$ cat config.mk
export PLATFORM = sky130hd
export DESIGN_NAME = ris_status_word
export DESIGN_NICKNAME = d
export VERILOG_FILES = /design/src/rtl/ris_pkg.sv /design/src/rtl/ris_status_word.sv /design/src/rtl/ris_sync3.sv
export VERILOG_INCLUDE_DIRS = /design/src /design/src/rtl
export SDC_FILE = /design/constraint.sdc
export NUM_CORES = 1
export LEC_CHECK = 0
export BUFFER_PORTS_ARGS = -buffer_cell sky130_fd_sc_hd__buf_2
export CORE_MARGIN = 3
export CORE_UTILIZATION = 29
export DETAILED_ROUTE_END_ITERATION = 6
export GPL_TIMING_DRIVEN = 0
export MAX_ROUTING_LAYER = met4
export PLACE_DENSITY = 0.84
export SETUP_SLACK_MARGIN = 0.1
export SYNTH_ARGS = -nofsm -noshare
export SYNTH_HDL_FRONTEND = slang
export SYNTH_SLANG_ARGS = --single-unit
$ cat constraint.sdc
create_clock -name clk -period 4.6 [get_ports clk]
set_input_delay 0.46 -clock clk [delete_from_list [all_inputs] [get_ports clk]]
set_output_delay 0.46 -clock clk [all_outputs]
set_load 0.005 [all_outputs]
$ cat src/rtl/ris_defines.svh
// Constant names for the reader event and status word block
`ifndef RIS_DEFINES_SVH
`define RIS_DEFINES_SVH
`define RIS_ADDR_W          8
`define RIS_WORD_W          16
`define RIS_STATUS_ADDR     8'h01
`define RIS_STATUS_RST      16'h0000
`define RIS_USED_MASK       16'h10f7
`define RIS_BIT_EXT         12
`define RIS_BIT_THR         7
`define RIS_BIT_WAKE        6
`define RIS_BIT_XFER        5
`define RIS_BIT_WRAP        4
`define RIS_BIT_FAIL        2
`define RIS_BIT_PEND        1
`define RIS_BIT_BUSY        0
`define RIS_THR_EN_BIT      8
`define RIS_THR_MASK        16'h0700
`define RIS_WAKE_EN_BIT     0
`define RIS_XFER_EN_BIT     2
`define RIS_WRAP_EN_MASK    16'h000c
`define RIS_LOCK_BIT        0
`endif

$ cat src/rtl/ris_pkg.sv
// Types shared by the reader event and status word block
package ris_pkg;
  typedef enum logic [1:0] {
    RIS_REQ_IDLE = 2'b01,
    RIS_REQ_PEND = 2'b10
  } ris_req_state_t;
endpackage

$ cat src/rtl/ris_status_word.sv
// Reader-side event and status word with request gating
// Behaviour
// - Bit 12 high while tamper pin is off ground, low when grounded.
// - Bit 7 sets when latest converter code crosses threshold level or window.
// - Threshold flag enabled only with bits 8..10 of all three sensor configs.
// - Threshold flag clears when a new sensor conversion is requested.
// - Bit 6 sets when wake-up countdown ends; enabled by timer config bit 0.
// - Wake-up flag clears when timer starts a new phase in auto logging.
// - Bit 5 sets when logger finishes last transfer in non-loop mode; bit 2 enable.
// - Reading the status word clears the transfer done flag.
// - Bit 4 sets when looped logging fills memory; logging keeps overwriting.
// - Wrap flag needs logger config bits 2 and 3; clears when logging stops.
// - Bit 2 sets on failed command; cleared by reset or status read.
// - Bit 1 high while a core request is outstanding, low when done.
// - New requests ignored while pending; reader should wait for bit 1 low.
// - Bit 0 high while core moves data; reader requests refused meanwhile.
// - Word read-only at device address 0x01; writes have no effect.
// - Core lock blocks new logger transactions without aborting a running one.
`timescale 1ns/1ps
`include "ris_defines.svh"
module ris_status_word
  import ris_pkg::*;
(
  input  wire logic                      clk,
  input  wire logic                      sys_rst,
  input  wire logic                      tamper_detect_pin,
  input  wire logic                      dev_rd_req,
  input  wire logic                      dev_wr_req,
  input  wire logic [`RIS_ADDR_W-1:0]    dev_addr,
  input  wire logic [`RIS_WORD_W-1:0]    dev_wr_data,
  input  wire logic                      core_req,
  input  wire logic                      core_done,
  input  wire logic                      core_busy,
  input  wire logic [`RIS_WORD_W-1:0]    sens_cfg_a,
  input  wire logic [`RIS_WORD_W-1:0]    sens_cfg_b,
  input  wire logic [`RIS_WORD_W-1:0]    sens_cfg_c,
  input  wire logic                      adc_cross,
  input  wire logic                      conv_req,
  input  wire logic [`RIS_WORD_W-1:0]    timer_cfg,
  input  wire logic                      wakeup_done,
  input  wire logic                      timer_restart,
  input  wire logic [`RIS_WORD_W-1:0]    log_cfg,
  input  wire logic                      log_xfer_done,
  input  wire logic                      log_mem_full,
  input  wire logic                      log_stop,
  input  wire logic                      cmd_fail,
  input  wire logic [`RIS_WORD_W-1:0]    core_ctrl,
  input  wire logic                      log_req,
  input  wire logic                      log_active,
  output logic [`RIS_WORD_W-1:0]         rd_data_q,
  output logic                           rd_valid_q,
  output logic                           core_go_q,
  output logic                           req_refused_q,
  output logic                           log_grant_q
);
  logic           external_event_flag;
  logic           thr_flag_q;
  logic           wakeup_timer_flag_q;
  logic           xfer_flag_q;
  logic           wrap_flag_q;
  logic           fail_flag_q;
  ris_req_state_t req_state_q;
  logic           thr_en;
  logic           wake_en;
  logic           xfer_en;
  logic           wrap_en;
  logic           status_rd;
  logic           req_ok;
  logic [`RIS_WORD_W-1:0] status_word;

  ris_sync3 u_tamper_sync (
    .clk      (clk),
    .sys_rst  (sys_rst),
    .async_in (tamper_detect_pin),
    .level_q  (external_event_flag)
  );

  assign thr_en    = ((sens_cfg_a & sens_cfg_b & sens_cfg_c & `RIS_THR_MASK) == `RIS_THR_MASK);
  assign wake_en   = timer_cfg[`RIS_WAKE_EN_BIT];
  assign xfer_en   = log_cfg[`RIS_XFER_EN_BIT];
  assign wrap_en   = ((log_cfg & `RIS_WRAP_EN_MASK) == `RIS_WRAP_EN_MASK);
  // Writes at this address are deliberately not decoded
  assign status_rd = dev_rd_req && (dev_addr == `RIS_STATUS_ADDR);
  // Polling the status word stays possible while requests are refused
  assign req_ok    = (req_state_q == RIS_REQ_IDLE) && !core_busy;

  always_comb begin
    status_word                 = `RIS_STATUS_RST;
    status_word[`RIS_BIT_EXT]   = external_event_flag;
    status_word[`RIS_BIT_THR]   = thr_flag_q;
    status_word[`RIS_BIT_WAKE]  = wakeup_timer_flag_q;
    status_word[`RIS_BIT_XFER]  = xfer_flag_q;
    status_word[`RIS_BIT_WRAP]  = wrap_flag_q;
    status_word[`RIS_BIT_FAIL]  = fail_flag_q;
    status_word[`RIS_BIT_PEND]  = (req_state_q == RIS_REQ_PEND);
    status_word[`RIS_BIT_BUSY]  = core_busy;
  end

  // In every flag below a set in the same cycle as its clear wins
  always_ff @(posedge clk) begin
    if (sys_rst) begin
      thr_flag_q <= 1'b0;
    end else if (adc_cross && thr_en) begin
      thr_flag_q <= 1'b1;
    end else if (conv_req) begin
      thr_flag_q <= 1'b0;
    end
  end

  always_ff @(posedge clk) begin
    if (sys_rst) begin
      wakeup_timer_flag_q <= 1'b0;
    end else if (wakeup_done && wake_en) begin
      wakeup_timer_flag_q <= 1'b1;
    end else if (timer_restart) begin
      wakeup_timer_flag_q <= 1'b0;
    end
  end

  always_ff @(posedge clk) begin
    if (sys_rst) begin
      xfer_flag_q <= 1'b0;
    end else if (log_xfer_done && xfer_en) begin
      xfer_flag_q <= 1'b1;
    end else if (status_rd) begin
      xfer_flag_q <= 1'b0;
    end
  end

  // Overwriting the oldest samples is the logger's job; only the event is kept here
  always_ff @(posedge clk) begin
    if (sys_rst) begin
      wrap_flag_q <= 1'b0;
    end else if (log_mem_full && wrap_en) begin
      wrap_flag_q <= 1'b1;
    end else if (log_stop) begin
      wrap_flag_q <= 1'b0;
    end
  end

  always_ff @(posedge clk) begin
    if (sys_rst) begin
      fail_flag_q <= 1'b0;
    end else if (cmd_fail) begin
      fail_flag_q <= 1'b1;
    end else if (status_rd) begin
      fail_flag_q <= 1'b0;
    end
  end

  always_ff @(posedge clk) begin
    if (sys_rst) begin
      req_state_q <= RIS_REQ_IDLE;
    end else begin
      case (req_state_q)
        RIS_REQ_IDLE: begin
          if (core_req && req_ok) begin
            req_state_q <= RIS_REQ_PEND;
          end
        end
        RIS_REQ_PEND: begin
          if (core_done) begin
            req_state_q <= RIS_REQ_IDLE;
          end
        end
        default: begin
          req_state_q <= RIS_REQ_IDLE;
        end
      endcase
    end
  end

  always_ff @(posedge clk) begin
    if (sys_rst) begin
      core_go_q     <= 1'b0;
      req_refused_q <= 1'b0;
    end else begin
      core_go_q     <= core_req && req_ok;
      req_refused_q <= core_req && !req_ok;
    end
  end

  always_ff @(posedge clk) begin
    if (sys_rst) begin
      rd_data_q  <= `RIS_STATUS_RST;
      rd_valid_q <= 1'b0;
    end else begin
      rd_valid_q <= status_rd;
      if (status_rd) begin
        rd_data_q <= status_word;
      end
    end
  end

  // A transaction already running keeps its grant when the lock arrives
  always_ff @(posedge clk) begin
    if (sys_rst) begin
      log_grant_q <= 1'b0;
    end else begin
      log_grant_q <= log_req && (!core_ctrl[`RIS_LOCK_BIT] || log_active);
    end
  end
endmodule

$ cat src/rtl/ris_sync3.sv
// Three-stage synchroniser with agreement filter for one level
`timescale 1ns/1ps
module ris_sync3 (
  input  wire logic clk,
  input  wire logic sys_rst,
  input  wire logic async_in,
  output logic      level_q
);
  logic s1_q;
  logic s2_q;
  logic s3_q;

  always_ff @(posedge clk) begin
    if (sys_rst) begin
      s1_q <= 1'b0;
      s2_q <= 1'b0;
      s3_q <= 1'b0;
    end else begin
      s1_q <= async_in;
      s2_q <= s1_q;
      s3_q <= s2_q;
    end
  end

  // Only the two settled stages vote; the first stage may be metastable
  always_ff @(posedge clk) begin
    if (sys_rst) begin
      level_q <= 1'b0;
    end else if (s2_q == s3_q) begin
      level_q <= s3_q;
    end
  end
endmodule

==> flow_summary.ini, run 1 <==
[worst_setup_path]
cp_cell_sequence = buf_2 -> or4b_1 -> buf_2 -> nor3_4 -> mux2_4
critPathMaxStageDelay_ps = 490
r2r_start = req_state_q[1]
path_buf_inv = 2
crit_arrival_ps = 1890
critPathSlowestCell = or4b_1
reg2reg_depth = 3
start_kind = input pin
cp_max_fo = 7
critPathKind = input pin to register
required_ps = 4800
crit_top_cell = buf_2
r2r_end = req_state_q[0]
r2r_setup_slack_ps = 3600
end_kind = register
crit_family = simple AND/OR/NAND/NOR gates

[sta]
drv_slew = 0
layout_setup_ws_ps = 2920
tightest_slew_ps = 761
slew_headroom = 0.486
fin_skew_ps = 0.340
rsz0062_at_grt = false
timing.final.crit_share = 0.366
finalSetupViolCount = 0
holdWs_ps = 346
fin_crit_ps = 1680
maxClockFrequency_ghz = 0.594
fin_tns_setup_ps = 0
final-hold-violation-count = 0

[drt]
drtIter0Drc = 17
dr.pass1.iters = 4
vias_per_cell = 4.25
drc = 0
postRouteAntennaNets = 0
vias = 867
wl_per_cell_um = 9.79
wirelength_mm = 2.00

[synthesis]
synth_most_common_cell = dfxtp_1
synth_ff_type = dfxtp_1
synth_top_area_share = 0.482
synthCells = 100
synth-simple-area-share = 0.264
synth_top_cell_by_area = dfxtp_1
synthTopCellsByCount = dfxtp_1 (23), a21oi_1 (9), buf_4 (8), nand2b_1 (8), nand4_1 (7)
synth-seq-cells = 23
synth_enable_flop_cells = 0
synth_compound_area_frac = 0.122
synth_top_family_by_area = simple AND/OR/NAND/NOR gates
syn_area_um2 = 956
synth_area_per_cell_um2 = 9.56
synthXorXnorAreaFrac = 0
synthArstFlopShare = 0
synth.area.mux_share = 0.0366
synth-adder-area-share = 0
seq_area_frac_synth = 0.482
yosysUniqueCellTypes = 29
synthTopCellsByArea = dfxtp_1 (48%), buf_4 (6.3%), nand2b_1 (5.2%)
yosysWarnings = 0

[die]
die_w_um = 63.4
start_util = 0.308
die_y_um = 63.4
die-area_um2 = 4020
core_area_um2 = 3100
ios = 158
rows = 20

[place]
hpwl_mm = 1.63
io_buffers = 49
placed_cell_area_um2 = 1280
gp_congestion = 0.679
place_inst = 200
dp_worst_setup_slack_ps = 2580

[hold_path]
hp-start = core_done
min_to = req_state_q[1]
hold_path.class = input pin to register
worst_hold_path.num_cells = 2

[flow_run]
drv_cap = 0

[global_route]
grt_pass1_wl_mm = 3.15
grt_pass1_vias = 739
grt-ovfl-total = 0
grtUsageTotal = 0.0985
antenna_found_initial = 0
grt_max_degree = 14

[final_layout]
num-nets-final = 299
drive_gt1_frac = 0.406
postLayoutCellArea_um2 = 1310
stdcell_count = 204
diodes = 0
synthToLayoutAreaGrowth_pct = 37.0
fin_util = 0.422

[power_and_ir_drop]
power.share.clock = 0.268
p_leak_nw = 0.602
p_int_mw = 0.260
p_switching_mw = 0.0789
power.total_mw = 0.339
power_density_nw_per_um2 = 259
p_seq_frac = 0.608
switching_share = 0.233
p_comb_frac = 0.123
ir_drop_v = 0.0000711

[outcome]
outcome = completed

[clock_tree]
numCtsBuffers = 3
cts_resized = 0
cts.clk_slew.worst_paths_ps = 120
clock-sinks = 23
cts_tree = done
cts_root_buf = clkbuf_4
clk_path_buf_depth = 2
cts_setup_buffers = 0
clk_latency_ps = 300
postCtsHoldBufs = 0
htree_levels = 1
==> cells by family after synthesis <==
family	after synthesis
AO/OA/AOI/OAI	19
buffers and inverters	15
flip-flops	23
multiplexers	3
other	1
AND/OR/NAND/NOR	39
==> registers in the layout, summed over array words and instances, names as in the netlist <==
signal / flops
fail_flag_q: 1
rd_valid_q: 1
wakeup_timer_flag_q: 1
rd_data_q: 8
req_state_q: 2
u_tamper_sync.s2_q: 1
u_tamper_sync.level_q: 1
xfer_flag_q: 1
thr_flag_q: 1
u_tamper_sync.s1_q: 1
wrap_flag_q: 1
core_go_q: 1
req_refused_q: 1
log_grant_q: 1
u_tamper_sync.s3_q: 1
==> area by class of cell <==
cell class,count,area (µm²)
buffer,13,80.1
clock buffer,3,22.5
clock inverter,1,5.00
fill,346,1790
inverter,2,7.51
multi-input combinational,69,434
sequential,23,460
tap,44,55.1
timing repair buffer,49,245
==> routing by layer <==
metal	up-vias	global-route usage	share of wire
met5	-	-	0
met4	0	0.0323	0.0035
met3	2	0.0267	0.088
met2	35	0.155	0.45
met1	368	0.122	0.46
li1	462	-	-
==> power groups by stage <==
stage	sequential [mW]	combinational [mW]	clock (mW)
6_report	0.206	0.0419	0.0909
5_1_grt	0.207	0.0474	0.102
4_1_cts	0.207	0.0419	0.0952
3_5_place_dp	0.211	0.0418	0
3_3_place_gp	0.211	0.0409	0
2_1_floorplan	0.211	0.0210	0
==> cell usage in the layout, fill, tap and decap left out, drive strengths merged <==
master,n
nor2,2
or4b,1
mux2i,2
nor3b,4
mux2,1
nor4b,1
o31a,1
a21oi,9
conb,8
or3,1
nor3,1
nand2b,8
or3b,1
inv,2
o31ai,6
clkbuf,6
o22ai,2
or2,1
nand2,4
nor4,1
buf,59
o21ai,1
nand4,7
dfxtp,23
clkinv,1
nor2b,5
nand3,1
nand3b,1
==> worst max path at each step <==
stage / startpoint / end / slack [ps] / cells past startpoint
after floorplan: dev_addr[4] / rd_data_q[1] / 2770 / 4
after global placement: dev_addr[4] / rd_data_q[1] / 2570 / 5
after detailed placement: dev_addr[4] / rd_data_q[1] / 2580 / 5
after CTS: dev_addr[4] / rd_data_q[1] / 2920 / 5
after global routing: dev_addr[4] / rd_data_q[1] / 2870 / 5
final: dev_addr[4] / rd_data_q[1] / 2920 / 5
(Power assumes the default switching activity.)
==> run 2: changes to the inputs <==
CORE_UTILIZATION = 27   (was 29)
PLACE_DENSITY = 0.79   (was 0.84)
clock period = 1.7 ns   (was 4.6 ns; I/O delays follow)
==> run 2 against run 1 <==
Non-clock buffer count stayed put; cell area is 0.19% higher; largest cell class unchanged; total power grew to 2.7 times the previous value; routed wire length is 1.4% lower; die area is 6.7% higher; flip-flop and latch count stayed put; critical path depth stayed put; global-route usage is 0.18 points lower; final cell count stayed put.
==> flow_summary.ini, run 2 (synthesis results as in run 1) <==
[outcome]
outcome = completed

[global_route]
grt_max_degree = 15
grt-ovfl-total = 0
grt_pass1_vias = 863
grtUsageTotal = 0.0967
grt_pass1_wl_mm = 3.30
antenna_found_initial = 0

[place]
gp_congestion = 0.743
hpwl_mm = 1.67
dp_worst_setup_slack_ps = -20.0
io_buffers = 49

[final_layout]
mostFrequentLayoutCells = buf_2 (50), dfxtp_1 (23), a21oi_1 (9)
n_fill_cell = 355
top_register = rd_data_q
drive_gt1_frac = 0.406
top_regs = rd_data_q x8, req_state_q x2
synthToLayoutAreaGrowth_pct = 37.3
num-nets-final = 299
diodes = 0
multi_input_area_um2 = 434
regArea_um2 = 460
largest_reg_flops = 8
final_common_cell = buf_2

[worst_setup_path]
crit_arrival_ps = 1590
critPathKind = input pin to register
end_kind = register
start_kind = input pin
required_ps = 1900
cp_max_fo = 7

[sta]
maxClockFrequency_ghz = 0.721
fin_skew_ps = 7.81
layout_setup_ws_ps = 313
rsz0062_at_grt = false
final-hold-violation-count = 0
timing.final.crit_share = 0.816
finalSetupViolCount = 0
slew_headroom = 0.502
drv_slew = 0
fin_crit_ps = 1390
holdWs_ps = 54.9
tightest_slew_ps = 737

[drt]
wirelength_mm = 1.97
drtIter0Drc = 12
postRouteAntennaNets = 0
drc = 0
vias_per_cell = 4.23
vias = 862
wl_per_cell_um = 9.66
dr.pass1.iters = 3

[clock_tree]
htree_levels = 1
cts_setup_buffers = 0
cts_root_buf = clkbuf_4
clk_latency_ps = 300
cts_tree = done
postCtsHoldBufs = 0
cts.clk_slew.worst_paths_ps = 120
clock-sinks = 23
numCtsBuffers = 3
cts_resized = 0
clk_path_buf_depth = 2

[power_and_ir_drop]
p_comb_frac = 0.122
ir_drop_v = 0.000394
p_switching_mw = 0.219
switching_share = 0.237
power.share.clock = 0.275
p_seq_frac = 0.604
p_leak_nw = 0.598
power_density_nw_per_um2 = 705
p_int_mw = 0.706

[flow_run]
drv_cap = 0

[die]
ios = 158
die_y_um = 65.5
rows = 20
die_w_um = 65.5
die-area_um2 = 4290
start_util = 0.298
core_area_um2 = 3200

[hold_path]
hold_path.class = input pin to register
-- run 2: cell count changes in the layout (fill, tap and decap cells not counted), sizes merged --
cell      before  now
clkinv         1    0
clkinvlp       0    1
-- run 2: worst paths after layout --
check / startpoint / end / slack (ps) / depth (start not counted)
max: dev_addr[4] / rd_data_q[1] / 310 / 5
min: core_done / req_state_q[1] / 50 / 2
max reg2reg: req_state_q[1] / req_state_q[0] / 730 / 3
min reg2reg: u_tamper_sync.s1_q / u_tamper_sync.s2_q / 460 / 1
-- run 2: power by group through the flow --
stage / clock network, mW / logic [mW] / registers, mW
finish: 0.254 / 0.112 / 0.559
global placement: 0 / 0.112 / 0.571
detailed placement: 0 / 0.113 / 0.571
global route: 0.286 / 0.128 / 0.561
CTS: 0.264 / 0.113 / 0.559
floorplan: 0 / 0.0568 / 0.570
-- run 2: critical path: stages --
cell and delay, ps:
buf_2 100, or4b_1 500, buf_2 180, nor3_4 300, mux2_4 330
-- run 2: through the flow --
stage	std cells	utilization	TNS, ps	total power, mW	cell area [µm²]
5_1_grt	204	0.410	0	0.975	1310
2_1_floorplan	107	-	0	0.627	982
6_report	204	0.410	0	0.926	1310
4_1_cts	204	0.410	0	0.936	1310
3_3_place_gp	200	0.400	-29.1	0.682	1280
3_5_place_dp	200	0.400	-20.0	0.684	1280
-- run 2: metal layers --
layer | global-route usage | part of all wire | up-vias | wire length (µm)
li1 | - | - | 461 | -
met1 | 0.114 | 0.44 | 371 | 867
met2 | 0.171 | 0.48 | 30 | 952
met3 | 0.0222 | 0.077 | 0 | 151
met4 | 0.0155 | 0 | 0 | 0
met5 | - | 0 | - | 0
-- run 2: area by class of cell --
type	instances	share of cell area
Sequential cell	23	0.351
Multi-Input combinational cell	69	0.331
Timing Repair Buffer	49	0.187
Buffer	13	0.0610
Tap cell	44	0.0419
Clock buffer	3	0.0172
Clock inverter	1	0.00572
Inverter	2	0.00572
==> run 3: changes to the inputs <==
CORE_UTILIZATION = 25   (was 27)
PLACE_DENSITY = 0.77   (was 0.79)
clock period = 1.2 ns   (was 1.7 ns; I/O delays follow)
==> run 3 against run 2 <==
The flow now finishes with violations (negative setup slack); critical path depth unchanged; critical path type unchanged; global-route usage grew 0.48 points; clock-buffer cell count stayed put; combinational power up 56%; largest power group unchanged; via count grew 2.8%.
==> flow_summary.ini, run 3 (synthesis results as in run 1) <==
[outcome]
outcome = finished, violations left
violations = negative setup slack

[sta]
maxClockFrequency_ghz = 0.823
drv_slew = 0
timing.final.crit_share = 1.01
fin_skew_ps = 4.62
finalSetupViolCount = 1
fin_crit_ps = 1220
final-hold-violation-count = 0
rsz0062_at_grt = true
holdWs_ps = 63.1
slew_headroom = 0.659
tightest_slew_ps = 511
fin_tns_setup_ps = -15.2
layout_setup_ws_ps = -15.2

[worst_setup_path]
cp_cell_sequence = buf_6 -> or4b_4 -> buf_6 -> nor3_4 -> mux2_4
critPathMaxStageDelay_ps = 520
end_kind = register
r2r_start = req_state_q[1]
r2r_end = req_state_q[0]
crit_top_cell = buf_6
required_ps = 1350
reg2reg_depth = 3
critPathSlowestCell = or4b_4
start_kind = input pin
r2r_setup_slack_ps = 230
cp_max_fo = 2
crit_arrival_ps = 1370
critPathKind = input pin to register

[clock_tree]
clk_latency_ps = 260
clk_path_buf_depth = 2
htree_levels = 1
postCtsHoldBufs = 0
cts_tree = done
numCtsBuffers = 3
cts_root_buf = clkbuf_8
cts.clk_slew.worst_paths_ps = 80
clock-sinks = 23

[final_layout]
largest_reg_flops = 8
n_fill_cell = 368
mostFrequentLayoutCells = buf_2 (47), dfxtp_1 (23), buf_4 (10), a21oi_1 (9)
num-nets-final = 302
final_common_cell = buf_2
regArea_um2 = 460
drive_gt1_frac = 0.448
stdcell_count = 209
synthToLayoutAreaGrowth_pct = 45.8
multi_input_area_um2 = 449
diodes = 0
fin_util = 0.399
top_register = rd_data_q
top_regs = rd_data_q x8, req_state_q x2

[global_route]
grt_pass1_vias = 812
antenna_found_initial = 0
grt-ovfl-total = 0
grt_max_degree = 14
grtUsageTotal = 0.102
grt_pass1_wl_mm = 3.44

[die]
start_util = 0.274
ios = 158
die-area_um2 = 4600
rows = 21
core_area_um2 = 3490
die_w_um = 67.8
die_y_um = 67.8

[drt]
wirelength_mm = 2.17
postRouteAntennaNets = 0
dr.pass1.iters = 3
vias_per_cell = 4.24
drc = 0
vias = 886
wl_per_cell_um = 10.4
drtIter0Drc = 62

[power_and_ir_drop]
power_density_nw_per_um2 = 1020
p_leak_nw = 0.642
ir_drop_v = 0.000540

[place]
io_buffers = 49
gp_congestion = 0.788
dp_worst_setup_slack_ps = -425
place_inst = 202
hpwl_mm = 1.72

[hold_path]
min_to = req_state_q[1]
hp-start = core_done
worst_hold_path.num_cells = 2
hold_path.class = input pin to register

[flow_run]
drv_cap = 0
[run 3: changes by cell type in the layout (fill, tap and decap cells not counted), sizes merged]
cell | before | now
clkinv | 0 | 1
buf | 59 | 62
clkinvlp | 1 | 0
[run 3: cell type report]
cell class / instances / share of cell area
Sequential cell: 23 / 0.330
Multi-Input combinational cell: 69 / 0.322
Timing Repair Buffer: 52 / 0.204
Buffer: 13 / 0.0637
Tap cell: 46 / 0.0413
Clock buffer: 3 / 0.0296
Inverter: 2 / 0.00539
Clock inverter: 1 / 0.00359
[run 3: worst max path at each step]
stage,startpoint,end
2_1_floorplan,dev_addr[4],rd_data_q[1]
3_3_place_gp,dev_addr[4],rd_data_q[1]
3_5_place_dp,dev_addr[4],rd_data_q[1]
4_1_cts,dev_addr[6],rd_data_q[1]
5_1_grt,dev_addr[7],rd_data_q[2]
6_report,dev_addr[7],rd_data_q[1]
[run 3: what timing repair did]
action / 4_1_cts / 5_1_grt
pin swaps: 2 / 2
resized for setup: 1 / 8
hold endpoints to repair: 0 / 0
setup buffers: 2 / 1
endpoints found under the setup margin: 5 / 12
[run 3: metrics by stage]
step	cell area (µm²)	total power, mW
floorplan	992	0.891
global placement	1290	0.970
detailed placement	1290	0.972
CTS	1360	1.45
global route	1390	1.52
finish	1390	1.42
[run 3: routing by layer]
| metal | global-route usage | vias up | part of all wire | routed length (µm) |
|---|---|---|---|---|
| met5 | - | - | 0 | 0 |
| met4 | 0.0372 | 0 | 0.019 | 42 |
| met3 | 0.0378 | 4 | 0.12 | 266 |
| met2 | 0.160 | 47 | 0.43 | 935 |
| met1 | 0.118 | 370 | 0.42 | 920 |
| li1 | - | 465 | - | - |
[run 3: critical path: cells and delay by family]
kind,cells,cell delay (ps)
multiplexers,1,320
AND/OR/NAND/NOR,2,700
buffers and inverters,2,230
[run 3: power breakdown]
group	internal [mW]	switching, mW
Clock	0.231	0.228
Combinational	0.0999	0.0747
Sequential	0.784	0.00663
